### config.mk
export PLATFORM = sky130hd
export DESIGN_NAME = scan_sequencer
export DESIGN_NICKNAME = d
export VERILOG_FILES = /design/src/scan_seq_pkg.sv /design/src/tick_down_counter.sv /design/src/scan_sequencer.sv
export SDC_FILE = /design/constraint.sdc
export NUM_CORES = 1
export LEC_CHECK = 0
export BUFFER_PORTS_ARGS = -buffer_cell sky130_fd_sc_hd__buf_2
export CAP_MARGIN = 20
export CORE_ASPECT_RATIO = 0.5
export CORE_MARGIN = 10
export CORE_UTILIZATION = 47
export CTS_CLUSTER_DIAMETER = 100
export CTS_CLUSTER_SIZE = 12
export DETAILED_ROUTE_END_ITERATION = 10
export GPL_ROUTABILITY_DRIVEN = 1
export PLACE_DENSITY = 0.67
export SLEW_MARGIN = 0
export SYNTH_ARGS = -nofsm -noshare
export SYNTH_HDL_FRONTEND = slang
export SYNTH_SLANG_ARGS = --single-unit
### constraint.sdc
create_clock -name clk -period 4.6 [get_ports clk]
set_input_delay 0.92 -clock clk [delete_from_list [all_inputs] [get_ports clk]]
set_output_delay 0.92 -clock clk [all_outputs]
set_load 0.02 [all_outputs]
### src/scan_seq_pkg.sv
// Constants, register map and carrier types of the scan sequencer
package scan_seq_pkg;

  // ************************************************************
  // Register indices
  // ************************************************************
  localparam logic [3:0] CFG_ADDR = 4'h1;
  localparam logic [3:0] INSEL_ADDR = 4'h6;
  localparam logic [3:0] SCAN_ADDR = 4'h7;
  localparam logic [3:0] TIMER_ADDR = 4'h8;

  // ************************************************************
  // Field positions and reset values
  // ************************************************************
  localparam int CFG_MODE_LSB = 0;
  localparam int CFG_CONV_LSB = 2;
  localparam int CFG_GAIN_LSB = 4;
  localparam int CFG_FMT_LSB = 7;
  localparam int SCAN_DLY_LSB = 20;
  localparam logic [23:0] CFG_RESET = 24'h000000;
  localparam logic [23:0] INSEL_RESET = 24'h000001;
  localparam logic [23:0] SCAN_RESET = 24'h000000;
  localparam logic [23:0] TIMER_RESET = 24'h000000;

  // ************************************************************
  // Modes and codes
  // ************************************************************
  localparam logic [1:0] PWR_SHUTDOWN = 2'h0;
  localparam logic [1:0] PWR_STANDBY = 2'h2;
  localparam logic [1:0] PWR_CONVERT = 2'h3;
  localparam logic [1:0] CONV_CONTINUOUS = 2'h3;
  localparam logic [1:0] FMT_TAGGED = 2'h3;
  localparam logic [2:0] GAIN_THIRD = 3'h0;
  localparam logic [2:0] GAIN_ONE = 3'h1;

  // ************************************************************
  // Channels and forced input selections
  // ************************************************************
  localparam logic [3:0] CH_OFFSET = 4'hF;
  localparam logic [3:0] CH_COMMON = 4'hE;
  localparam logic [3:0] CH_SUPPLY = 4'hD;
  localparam logic [3:0] CH_TEMP = 4'hC;
  localparam logic [3:0] CH_DIFF = 4'h8;
  localparam logic [3:0] CH_SE1 = 4'h1;
  localparam logic [3:0] CH_SE0 = 4'h0;
  localparam logic [7:0] SEL_OFFSET = 8'h88;
  localparam logic [7:0] SEL_COMMON = 8'hF8;
  localparam logic [7:0] SEL_SUPPLY = 8'h98;
  localparam logic [7:0] SEL_TEMP = 8'hDE;
  localparam logic [7:0] SEL_DIFF = 8'h01;
  localparam logic [7:0] SEL_SE1 = 8'h18;
  localparam logic [7:0] SEL_SE0 = 8'h08;

  // ************************************************************
  // Timing in filter clock periods
  // ************************************************************
  localparam logic [23:0] STARTUP_PERIODS = 24'h000100;
  localparam logic [23:0] DLY_UNIT = 24'h000004;

  // ************************************************************
  // Types
  // ************************************************************
  typedef enum logic [1:0] {
    ST_IDLE = 2'b00,
    ST_CONV = 2'b01,
    ST_INTRA = 2'b10,
    ST_GAP = 2'b11
  } seq_state_t;

  typedef struct packed {
    logic [7:0] input_selection;
    logic [2:0] gain;
    logic offset_short;
    logic [1:0] power_state;
  } analog_cfg_t;

  typedef struct packed {
    logic [3:0] addr;
    logic [23:0] wdata;
    logic wr;
  } reg_req_t;

endpackage

### src/tick_down_counter.sv
// Loadable down-counter advancing on filter clock ticks
`timescale 1ns/1ps
module tick_down_counter (
  // Clock and reset
  input wire logic clk,
  input wire logic sys_rst,
  // Control
  input wire logic load,
  input wire logic [23:0] load_value,
  input wire logic tick,
  // Status
  output logic [23:0] count,
  output logic at_zero
);

  logic [23:0] count_ff;
  logic [23:0] nxt_count;

  assign nxt_count = load ? load_value :
                     (tick && count_ff != 24'h000000) ? count_ff - 24'h000001 : count_ff;
  assign count = count_ff;
  assign at_zero = (count_ff == 24'h000000);

  always_ff @(posedge clk) begin
    if (sys_rst) begin
      count_ff <= 24'h000000;
    end else begin
      count_ff <= nxt_count;
    end
  end

endmodule

### src/scan_sequencer.sv
// Scan sequencer: channel stepping, forced settings, delays and power control
`timescale 1ns/1ps
module scan_sequencer (
  // Clock and reset
  input wire logic clk,
  input wire logic sys_rst,
  // Register port
  input wire scan_seq_pkg::reg_req_t reg_req,
  output logic [23:0] reg_rdata,
  // Converter handshake
  input wire logic filter_tick,
  input wire logic conv_done,
  output logic conv_start,
  // Analog control
  output scan_seq_pkg::analog_cfg_t analog_cfg,
  // Result tagging
  output logic [3:0] channel_tag,
  output logic tag_enable,
  output logic scan_busy
);

  // ************************************************************
  // Registers
  // ************************************************************
  logic [23:0] cfg_ff;
  logic [23:0] insel_ff;
  logic [23:0] scan_ff;
  logic [23:0] timer_ff;
  scan_seq_pkg::seq_state_t state_ff;
  scan_seq_pkg::seq_state_t nxt_state;
  logic [3:0] chan_ff;
  logic [3:0] nxt_chan;
  logic conv_start_ff;
  logic nxt_conv_start;
  logic [23:0] reg_rdata_ff;
  scan_seq_pkg::analog_cfg_t analog_cfg_ff;
  scan_seq_pkg::analog_cfg_t nxt_analog_cfg;
  logic [3:0] channel_tag_ff;
  logic tag_enable_ff;
  logic scan_busy_ff;

  // ************************************************************
  // Decoding
  // ************************************************************
  function automatic logic [4:0] pick_top(input logic [15:0] v);
    logic [4:0] r;
    r = 5'h00;
    for (int i = 0; i < 16; i++) begin
      if (v[i]) begin
        r = {1'b1, 4'(i)};
      end
    end
    return r;
  endfunction

  wire wr_cfg = reg_req.wr && reg_req.addr == scan_seq_pkg::CFG_ADDR;
  wire wr_insel = reg_req.wr && reg_req.addr == scan_seq_pkg::INSEL_ADDR;
  wire wr_scan = reg_req.wr && reg_req.addr == scan_seq_pkg::SCAN_ADDR;
  wire wr_timer = reg_req.wr && reg_req.addr == scan_seq_pkg::TIMER_ADDR;
  // Gain and format follow a write in its own cycle, so a restart starts with them
  wire [23:0] live_cfg = wr_cfg ? reg_req.wdata : cfg_ff;
  wire [1:0] adc_mode = cfg_ff[scan_seq_pkg::CFG_MODE_LSB +: 2];
  wire [1:0] conv_mode = cfg_ff[scan_seq_pkg::CFG_CONV_LSB +: 2];
  wire [2:0] prog_gain = live_cfg[scan_seq_pkg::CFG_GAIN_LSB +: 3];
  wire [1:0] data_fmt = live_cfg[scan_seq_pkg::CFG_FMT_LSB +: 2];
  // Host keeps unavailable mask bits clear, so they are used as written
  wire [15:0] mask = scan_ff[15:0];
  wire [2:0] dly_code = scan_ff[scan_seq_pkg::SCAN_DLY_LSB +: 3];
  wire scan_mode = |mask;
  wire [4:0] first_pick = pick_top(mask);
  wire [15:0] below = mask & 16'((16'h0001 << chan_ff) - 16'h0001);
  wire [4:0] next_pick = pick_top(below);
  wire busy = state_ff != scan_seq_pkg::ST_IDLE;
  wire [1:0] new_mode = reg_req.wdata[scan_seq_pkg::CFG_MODE_LSB +: 2];
  wire start_cfg = wr_cfg && new_mode == scan_seq_pkg::PWR_CONVERT && scan_mode;
  wire start_scan_wr = wr_scan && (|reg_req.wdata[15:0]) &&
                       adc_mode == scan_seq_pkg::PWR_CONVERT &&
                       state_ff != scan_seq_pkg::ST_GAP;
  wire start_timer_wr = wr_timer && state_ff == scan_seq_pkg::ST_GAP;
  wire restart = start_cfg || start_scan_wr || start_timer_wr;
  wire [15:0] live_mask = wr_scan ? reg_req.wdata[15:0] : mask;
  wire [4:0] restart_pick = pick_top(live_mask);
  wire live_scan = |live_mask;
  // Intra delay is 4 shifted by the code: 8 for code 1 up to 512 for code 7
  wire [23:0] intra_len = 24'(scan_seq_pkg::DLY_UNIT << dly_code);
  wire shutdown_case = timer_ff >= scan_seq_pkg::STARTUP_PERIODS;

  // ************************************************************
  // Delay counters
  // ************************************************************
  wire [23:0] intra_count;
  wire intra_zero;
  wire [23:0] gap_count;
  wire gap_zero;
  wire end_conv = state_ff == scan_seq_pkg::ST_CONV && conv_done;
  wire has_next = next_pick[4];
  wire load_intra = end_conv && has_next && dly_code != 3'h0 && !restart;
  wire load_gap = end_conv && !has_next && conv_mode == scan_seq_pkg::CONV_CONTINUOUS &&
                  !restart;

  tick_down_counter intra_cnt (
    .clk(clk),
    .sys_rst(sys_rst),
    .load(load_intra),
    .load_value(intra_len),
    .tick(filter_tick),
    .count(intra_count),
    .at_zero(intra_zero)
  );

  tick_down_counter gap_cnt (
    .clk(clk),
    .sys_rst(sys_rst),
    .load(load_gap),
    .load_value(timer_ff),
    .tick(filter_tick),
    .count(gap_count),
    .at_zero(gap_zero)
  );

  // ************************************************************
  // Sequencer
  // ************************************************************
  always_comb begin
    nxt_state = state_ff;
    nxt_chan = chan_ff;
    nxt_conv_start = 1'b0;
    if (restart) begin
      nxt_state = scan_seq_pkg::ST_CONV;
      nxt_chan = restart_pick[3:0];
      nxt_conv_start = 1'b1;
    end else begin
      case (state_ff)
        scan_seq_pkg::ST_IDLE: begin
          nxt_state = scan_seq_pkg::ST_IDLE;
        end
        scan_seq_pkg::ST_CONV: begin
          if (conv_done && has_next) begin
            nxt_chan = next_pick[3:0];
            if (dly_code == 3'h0) begin
              nxt_conv_start = 1'b1;
            end else begin
              nxt_state = scan_seq_pkg::ST_INTRA;
            end
          end else if (conv_done) begin
            nxt_state = (conv_mode == scan_seq_pkg::CONV_CONTINUOUS) ?
                        scan_seq_pkg::ST_GAP : scan_seq_pkg::ST_IDLE;
          end
        end
        scan_seq_pkg::ST_INTRA: begin
          if (intra_zero) begin
            nxt_state = scan_seq_pkg::ST_CONV;
            nxt_conv_start = 1'b1;
          end
        end
        scan_seq_pkg::ST_GAP: begin
          if (gap_zero) begin
            nxt_state = scan_seq_pkg::ST_CONV;
            nxt_chan = first_pick[3:0];
            nxt_conv_start = 1'b1;
          end
        end
        default: begin
          nxt_state = scan_seq_pkg::ST_IDLE;
        end
      endcase
    end
  end

  // ************************************************************
  // Effective analog settings
  // ************************************************************
  always_comb begin
    nxt_analog_cfg.input_selection = insel_ff[7:0];
    nxt_analog_cfg.gain = prog_gain;
    nxt_analog_cfg.offset_short = 1'b0;
    if (live_scan) begin
      case (nxt_chan)
        scan_seq_pkg::CH_OFFSET: begin
          nxt_analog_cfg.input_selection = scan_seq_pkg::SEL_OFFSET;
          nxt_analog_cfg.offset_short = 1'b1;
        end
        scan_seq_pkg::CH_COMMON: begin
          nxt_analog_cfg.input_selection = scan_seq_pkg::SEL_COMMON;
          nxt_analog_cfg.gain = scan_seq_pkg::GAIN_ONE;
        end
        scan_seq_pkg::CH_SUPPLY: begin
          nxt_analog_cfg.input_selection = scan_seq_pkg::SEL_SUPPLY;
          nxt_analog_cfg.gain = scan_seq_pkg::GAIN_THIRD;
        end
        scan_seq_pkg::CH_TEMP: begin
          nxt_analog_cfg.input_selection = scan_seq_pkg::SEL_TEMP;
          nxt_analog_cfg.gain = scan_seq_pkg::GAIN_ONE;
        end
        scan_seq_pkg::CH_DIFF: begin
          nxt_analog_cfg.input_selection = scan_seq_pkg::SEL_DIFF;
        end
        scan_seq_pkg::CH_SE1: begin
          nxt_analog_cfg.input_selection = scan_seq_pkg::SEL_SE1;
        end
        default: begin
          nxt_analog_cfg.input_selection = scan_seq_pkg::SEL_SE0;
        end
      endcase
    end
    case (nxt_state)
      scan_seq_pkg::ST_CONV: begin
        nxt_analog_cfg.power_state = scan_seq_pkg::PWR_CONVERT;
      end
      scan_seq_pkg::ST_INTRA: begin
        nxt_analog_cfg.power_state = scan_seq_pkg::PWR_STANDBY;
      end
      scan_seq_pkg::ST_GAP: begin
        if (!shutdown_case) begin
          nxt_analog_cfg.power_state = scan_seq_pkg::PWR_STANDBY;
        end else if (load_gap ? timer_ff > scan_seq_pkg::STARTUP_PERIODS :
                     gap_count > scan_seq_pkg::STARTUP_PERIODS) begin
          nxt_analog_cfg.power_state = scan_seq_pkg::PWR_SHUTDOWN;
        end else begin
          nxt_analog_cfg.power_state = scan_seq_pkg::PWR_CONVERT;
        end
      end
      default: begin
        nxt_analog_cfg.power_state = adc_mode;
      end
    endcase
  end

  // ************************************************************
  // Register file and readback
  // ************************************************************
  logic [23:0] rd_mux;
  always_comb begin
    case (reg_req.addr)
      scan_seq_pkg::CFG_ADDR: begin
        rd_mux = cfg_ff;
        if (busy) begin
          rd_mux[scan_seq_pkg::CFG_MODE_LSB +: 2] = scan_seq_pkg::PWR_CONVERT;
        end
      end
      scan_seq_pkg::INSEL_ADDR: begin
        rd_mux = insel_ff;
      end
      scan_seq_pkg::SCAN_ADDR: begin
        rd_mux = scan_ff;
      end
      scan_seq_pkg::TIMER_ADDR: begin
        rd_mux = timer_ff;
      end
      default: begin
        rd_mux = 24'h000000;
      end
    endcase
  end

  wire one_shot_end = end_conv && !has_next && conv_mode != scan_seq_pkg::CONV_CONTINUOUS;
  wire [1:0] park_mode = (conv_mode == scan_seq_pkg::PWR_STANDBY) ?
                         scan_seq_pkg::PWR_STANDBY : scan_seq_pkg::PWR_SHUTDOWN;

  // Stored fields change only by host writes or a one-shot end
  always_ff @(posedge clk) begin
    if (sys_rst) begin
      cfg_ff <= scan_seq_pkg::CFG_RESET;
    end else if (wr_cfg) begin
      cfg_ff <= reg_req.wdata;
    end else if (one_shot_end && !restart) begin
      cfg_ff[scan_seq_pkg::CFG_MODE_LSB +: 2] <= park_mode;
    end
  end

  always_ff @(posedge clk) begin
    if (sys_rst) begin
      insel_ff <= scan_seq_pkg::INSEL_RESET;
      scan_ff <= scan_seq_pkg::SCAN_RESET;
      timer_ff <= scan_seq_pkg::TIMER_RESET;
    end else begin
      insel_ff <= wr_insel ? {16'h0000, reg_req.wdata[7:0]} : insel_ff;
      scan_ff <= wr_scan ? {1'b0, reg_req.wdata[22:0]} : scan_ff;
      timer_ff <= wr_timer ? reg_req.wdata : timer_ff;
    end
  end

  always_ff @(posedge clk) begin
    if (sys_rst) begin
      state_ff <= scan_seq_pkg::ST_IDLE;
      chan_ff <= 4'h0;
      conv_start_ff <= 1'b0;
      analog_cfg_ff <= '0;
      reg_rdata_ff <= 24'h000000;
      channel_tag_ff <= 4'h0;
      tag_enable_ff <= 1'b0;
      scan_busy_ff <= 1'b0;
    end else begin
      state_ff <= nxt_state;
      chan_ff <= nxt_chan;
      conv_start_ff <= nxt_conv_start;
      analog_cfg_ff <= nxt_analog_cfg;
      reg_rdata_ff <= rd_mux;
      channel_tag_ff <= nxt_chan;
      tag_enable_ff <= live_scan && data_fmt == scan_seq_pkg::FMT_TAGGED;
      scan_busy_ff <= nxt_state != scan_seq_pkg::ST_IDLE;
    end
  end

  assign reg_rdata = reg_rdata_ff;
  assign conv_start = conv_start_ff;
  assign analog_cfg = analog_cfg_ff;
  assign channel_tag = channel_tag_ff;
  assign tag_enable = tag_enable_ff;
  assign scan_busy = scan_busy_ff;
endmodule

=== Word-level counts from Yosys, hierarchy flattened ===
Index checks and enable logic that the tools add are counted.

* Register bits: 174
* Bits of input ports: 33
* Output and inout port bits: 45
* Word-level logic and storage cells: 177

* Add/subtract/negate cells: 3
* Order comparisons: 3
* Equality and inequality tests: 23
* Shift-type cells: 2
* Multiplexer cells: 83
* Bitwise gates (word level): 2
* Reduce and logical (&&, ||, !) cells: 44

{| class="wikitable"
|+ Operators by type and width
! cell !! number
|-
| 2-to-1 mux 4 bit || 33
|-
| 2-to-1 mux 24 bit || 4
|-
| case mux 24 bit (4 select lines) || 1
|-
| 2-to-1 mux 5 bit || 16
|-
| > comparator 24 x 9 -> 1 bit, second input constant || 2
|-
| zero test 24 bit || 2
|-
| case mux 8 bit (6 select lines) || 1
|-
| nonzero test 24 bit || 2
|-
| OR reduction 16 bit || 3
|-
| subtractor 24 x 1 -> 24 bit, second input constant || 2
|-
| 2-to-1 mux 2 bit || 13
|-
| == test 4 bit, second input constant || 6
|-
| greater-or-equal comparator 24 x 9 -> 1 bit, second input constant || 1
|-
| left shift 3 x 3 -> 24 bit, first input constant || 1
|-
| logical AND 1 bit || 23
|-
| == test 2 bit, second input constant || 9
|-
| AND 16 bit || 1
|-
| 2-to-1 mux 16 bit || 1
|-
| left shift 1 x 4 -> 16 bit, first input constant || 1
|-
| subtractor 16 x 1 -> 16 bit, second input constant || 1
|-
| 2-to-1 mux 12 bit || 1
|-
| nonzero test 2 bit || 5
|-
| 2-to-1 mux 9 bit || 1
|-
| == test 4 x 1 -> 1 bit, second input constant || 2
|-
| other kinds (16) || 28
|}

=== Longest topological paths before layout ===
* Word-level depth: 27
* Gate-level depth with buffers: 16
* Depth with buffers taken out: 12

=== By module ===
Synthesis repeated with hierarchy kept, for this count alone.

* Cell total of the unflattened synthesis: 1148
* Area, all modules: 9242.6 µm²

{| class="wikitable"
|+ Modules (own cells, without submodules)
! module !! instances !! cells each !! area an instance (µm²) !! seq. area each (µm²)
|-
| scan_sequencer || 1 || 784 || 6129.6 || 2522.4
|-
| tick_down_counter || 2 || 182 || 1556.5 || 480.5
|}

=== Worst setup path before layout ===
No wires, ideal clock.

* Path type: register -> register
* Start: register, netlist name channel_tag[3]
* End: register analog_cfg_ff (netlist bit analog_cfg[10])
* Setup time: 0.122 ns
* Arrival: 3.657 ns
* Required time: 4.478 ns
* Setup slack: 0.821 ns
* Stages on the path, launching flop included: 15
* Buffers on the path: 3
* Clock period less this slack: 3.779 ns
* Path through: dfxtp_1 clkbuf_1 or4_1 ha_1 clkbuf_1 clkbuf_1 nand2_1 a21oi_1 a31oi_1 nand4_1 o31a_1 a221oi_4 nor2_2 o21bai_1 a311o_1

{| class="wikitable"
|+ RTL lines
! item !! line !! RTL
|-
| to (signal assigned) || scan_sequencer.sv:297 || <nowiki>analog_cfg_ff <= nxt_analog_cfg;</nowiki>
|-
| to (decl) || scan_sequencer.sv:36 || <nowiki>scan_seq_pkg::analog_cfg_t analog_cfg_ff;</nowiki>
|}

==> impl_metrics.ini <==
[yosys]
avgSynthCellArea_um2 = 7.801
yosys.area.top_type_share = 0.4225
synth-main-ff-cell = dfxtp_1
synth-adder-area-share = 0.006070
synthMuxAreaShare = 0.004856
syn_nets = 1094
synth_top_cell_by_area = dfxtp_1
synthSimpleGateAreaFrac = 0.2772
synthTopCellsByCount = nand2_1, dfxtp_1, nor2_1
synth_edf_count = 0
ys_warn_count = 0
synthXorXnorAreaFrac = 0.03930
synth_compound_area_frac = 0.2117
synth.yosys.seq_area_share = 0.4225
ys_ff_latch = 174
async_reset_ff_frac = 0
synth_top_family_by_area = simple AND/OR/NAND/NOR gates
synthTopCellsByArea = dfxtp_1, nand2_1, a21oi_1
syn_inst = 1057
synth.most_common_cell = nand2_1
post_synth_instance_area_um2 = 8245
ys_types = 73

[timing]
finalSetupViolCount = 0
min_period_ns = 4.018
clock-skew-final_ns = 0.01405
setup_slack_ns = 0.5821
drv_slew = 0
fmax_mhz = 248.9
rsz0062_at_grt = no
relSlewSlack = 0.2601
setup_tns_ns = 0
hold_viol = 0
layout_worst_path_cycle_share = 0.8735
tightest_slew_ns = 1.106

[setup_path]
required_ns = 4.93
crit_path_end_kind = register
worstSetupPathType = register to register
arrival_ns = 4.34
crit_fanout = 21
cp-start-kind = register

[floorplanning]
die_h_um = 113.7
initial_core_util = 0.4774
std_cell_rows = 34
coreArea_um2 = 17270
die-area_um2 = 23560
die_w_um = 207.3
io_pins = 78

[cts]
ctsHoldBuffers = 0
clk_pin_slew_ns = 0.07
h-tree-depth = 4
cts_buffers = 17
cts_resized = 0
clk_path_buf_depth = 2
cts_tree = done
numClockSinks = 174
insertion_delay_ns = 0.44
clock-root-buffer = clkbuf_16
cts_setup_buffers = 0

[power_and_ir_drop]
powerDensity_nw_per_um2 = 512.8
p_leak_nw = 3.535
ir_drop_mv = 0.3059
finalPower_mw = 4.857

[placement]
pre_cts_slack_ns = 0.6481
port_buffers = 77
hpwl_um = 18070
gp_congestion = 0.8817

[detailed_routing]
drtPass1Iterations = 7
ant_nets = 0
wirelength_um = 25480
via_per_inst = 5.927
drc_errors = 0
first_iter_violations = 1067
routedWlPerCell_um = 18.81
vias = 8025

[global_route]
grt_max_degree = 68
antenna_found_initial = 0
grt_overflow = 0
grt_pass1_wl_um = 40230
grt_pass1_vias = 7323
groute.usage.overall = 0.2083

[status]
outcome = completed

[cells_and_area]
antenna_cells = 0
n_fill_cell = 1657
syn_to_final_growth_pct = 14.86
multiInputGateArea_um2 = 4458
layout.nets = 1144
drive_above_1_share = 0.1304
layout.area.seq_um2 = 3483

[job]
drv_cap = 0

[hold_path]
hold_path_class = register to register
per-layer routing:
layer | GRT usage | vias to the layer above | wire length [um]
li1 | - | 3904 | -
met1 | 0.2913 | 3762 | 11870
met2 | 0.3172 | 323 | 11300
met3 | 0.03574 | 36 | 1826
met4 | 0.07250 | 0 | 476
met5 | 0 | - | 0
power breakdown:
| group | switching (mW) | internal, mW |
|---|---|---|
| Combinational | 0.816 | 0.623 |
| Clock | 0.713 | 0.843 |
| Sequential | 0.173 | 1.69 |
layout by cell type, fill, tap and decap left out, drive strengths merged, types with 6 or more instances in the layout:
cell type  count
a211oi        25
a21oi        113
a222oi        23
a311oi         6
and2           7
buf           97
clkbuf        17
dfxtp        174
inv           25
nand2        207
nand2b        16
nand3         27
nand4         10
nor2         119
nor3          26
nor4          29
o211ai         7
o21a           6
o21ai         26
o31ai          6
or3            8
or4            9
xnor2         25
xor2          12
through the flow:
step / instances / util / hold slack, ns / area, um^2
2_1_floorplan: 1057 / - / 0.4359 / 8245
3_3_place_gp: 1322 / 0.5114 / 0.4409 / 8832
3_5_place_dp: 1322 / 0.5114 / 0.4477 / 8832
4_1_cts: 1354 / 0.5483 / 0.4587 / 9470
5_1_grt: 1354 / 0.5483 / 0.4758 / 9470
6_report: 1354 / 0.5483 / 0.4575 / 9470
area by class of cell:
type                    instances  share of cell area
clock buffers                  17             0.04492
clock inverters                15             0.02246
inverters                      16            0.006342
multi-input cells             801              0.4707
well taps                     234             0.03092
repair buffers                 97             0.05681
flip-flops and latches        174              0.3678
critical path, cell delays in order, from the launching register on:
cell	delay [ns]
dfxtp_1	0.31
or4_1	0.56
ha_1	0.42
or3b_2	0.29
a21oi_1	0.07
a311oi_1	0.53
nand4_1	0.32
o31a_1	0.39
a221oi_4	0.36
nor2_2	0.12
o21bai_1	0.18
a311o_1	0.36
logic make-up after synthesis:
logic type	Yosys count
buffers and inverters	82
AND/OR/NAND/NOR	494
multiplexers	4
XOR/XNOR	37
adder cells (fa/ha/maj)	4
flip-flops	174
AO/OA/AOI/OAI	262
state kept, by name (all words and copies together) (netlist names):
signal / flops
analog_cfg: 14
conv_start: 1
channel_tag: 4
scan_busy: 1
intra_cnt.count: 24
reg_rdata: 24
cfg_ff: 24
timer_ff: 24
state_ff: 2
insel_ff: 8
tag_enable: 1
gap_cnt.count: 24
scan_ff: 23
path summary, 6_finish.rpt:
check | start | end | slack [ns] | depth (start not counted)
max reg2reg | channel_tag[3]$_SDFF_PP0_ | analog_cfg[10]$_SDFF_PP0_ | 0.58 | 11
min | cfg_ff[16]$_SDFFE_PP0P_ | cfg_ff[16]$_SDFFE_PP0P_ | 0.46 | 2
min reg2reg | cfg_ff[16]$_SDFFE_PP0P_ | cfg_ff[16]$_SDFFE_PP0P_ | 0.46 | 2
max | channel_tag[3]$_SDFF_PP0_ | analog_cfg[10]$_SDFF_PP0_ | 0.58 | 11
(Power assumes the default switching activity.)
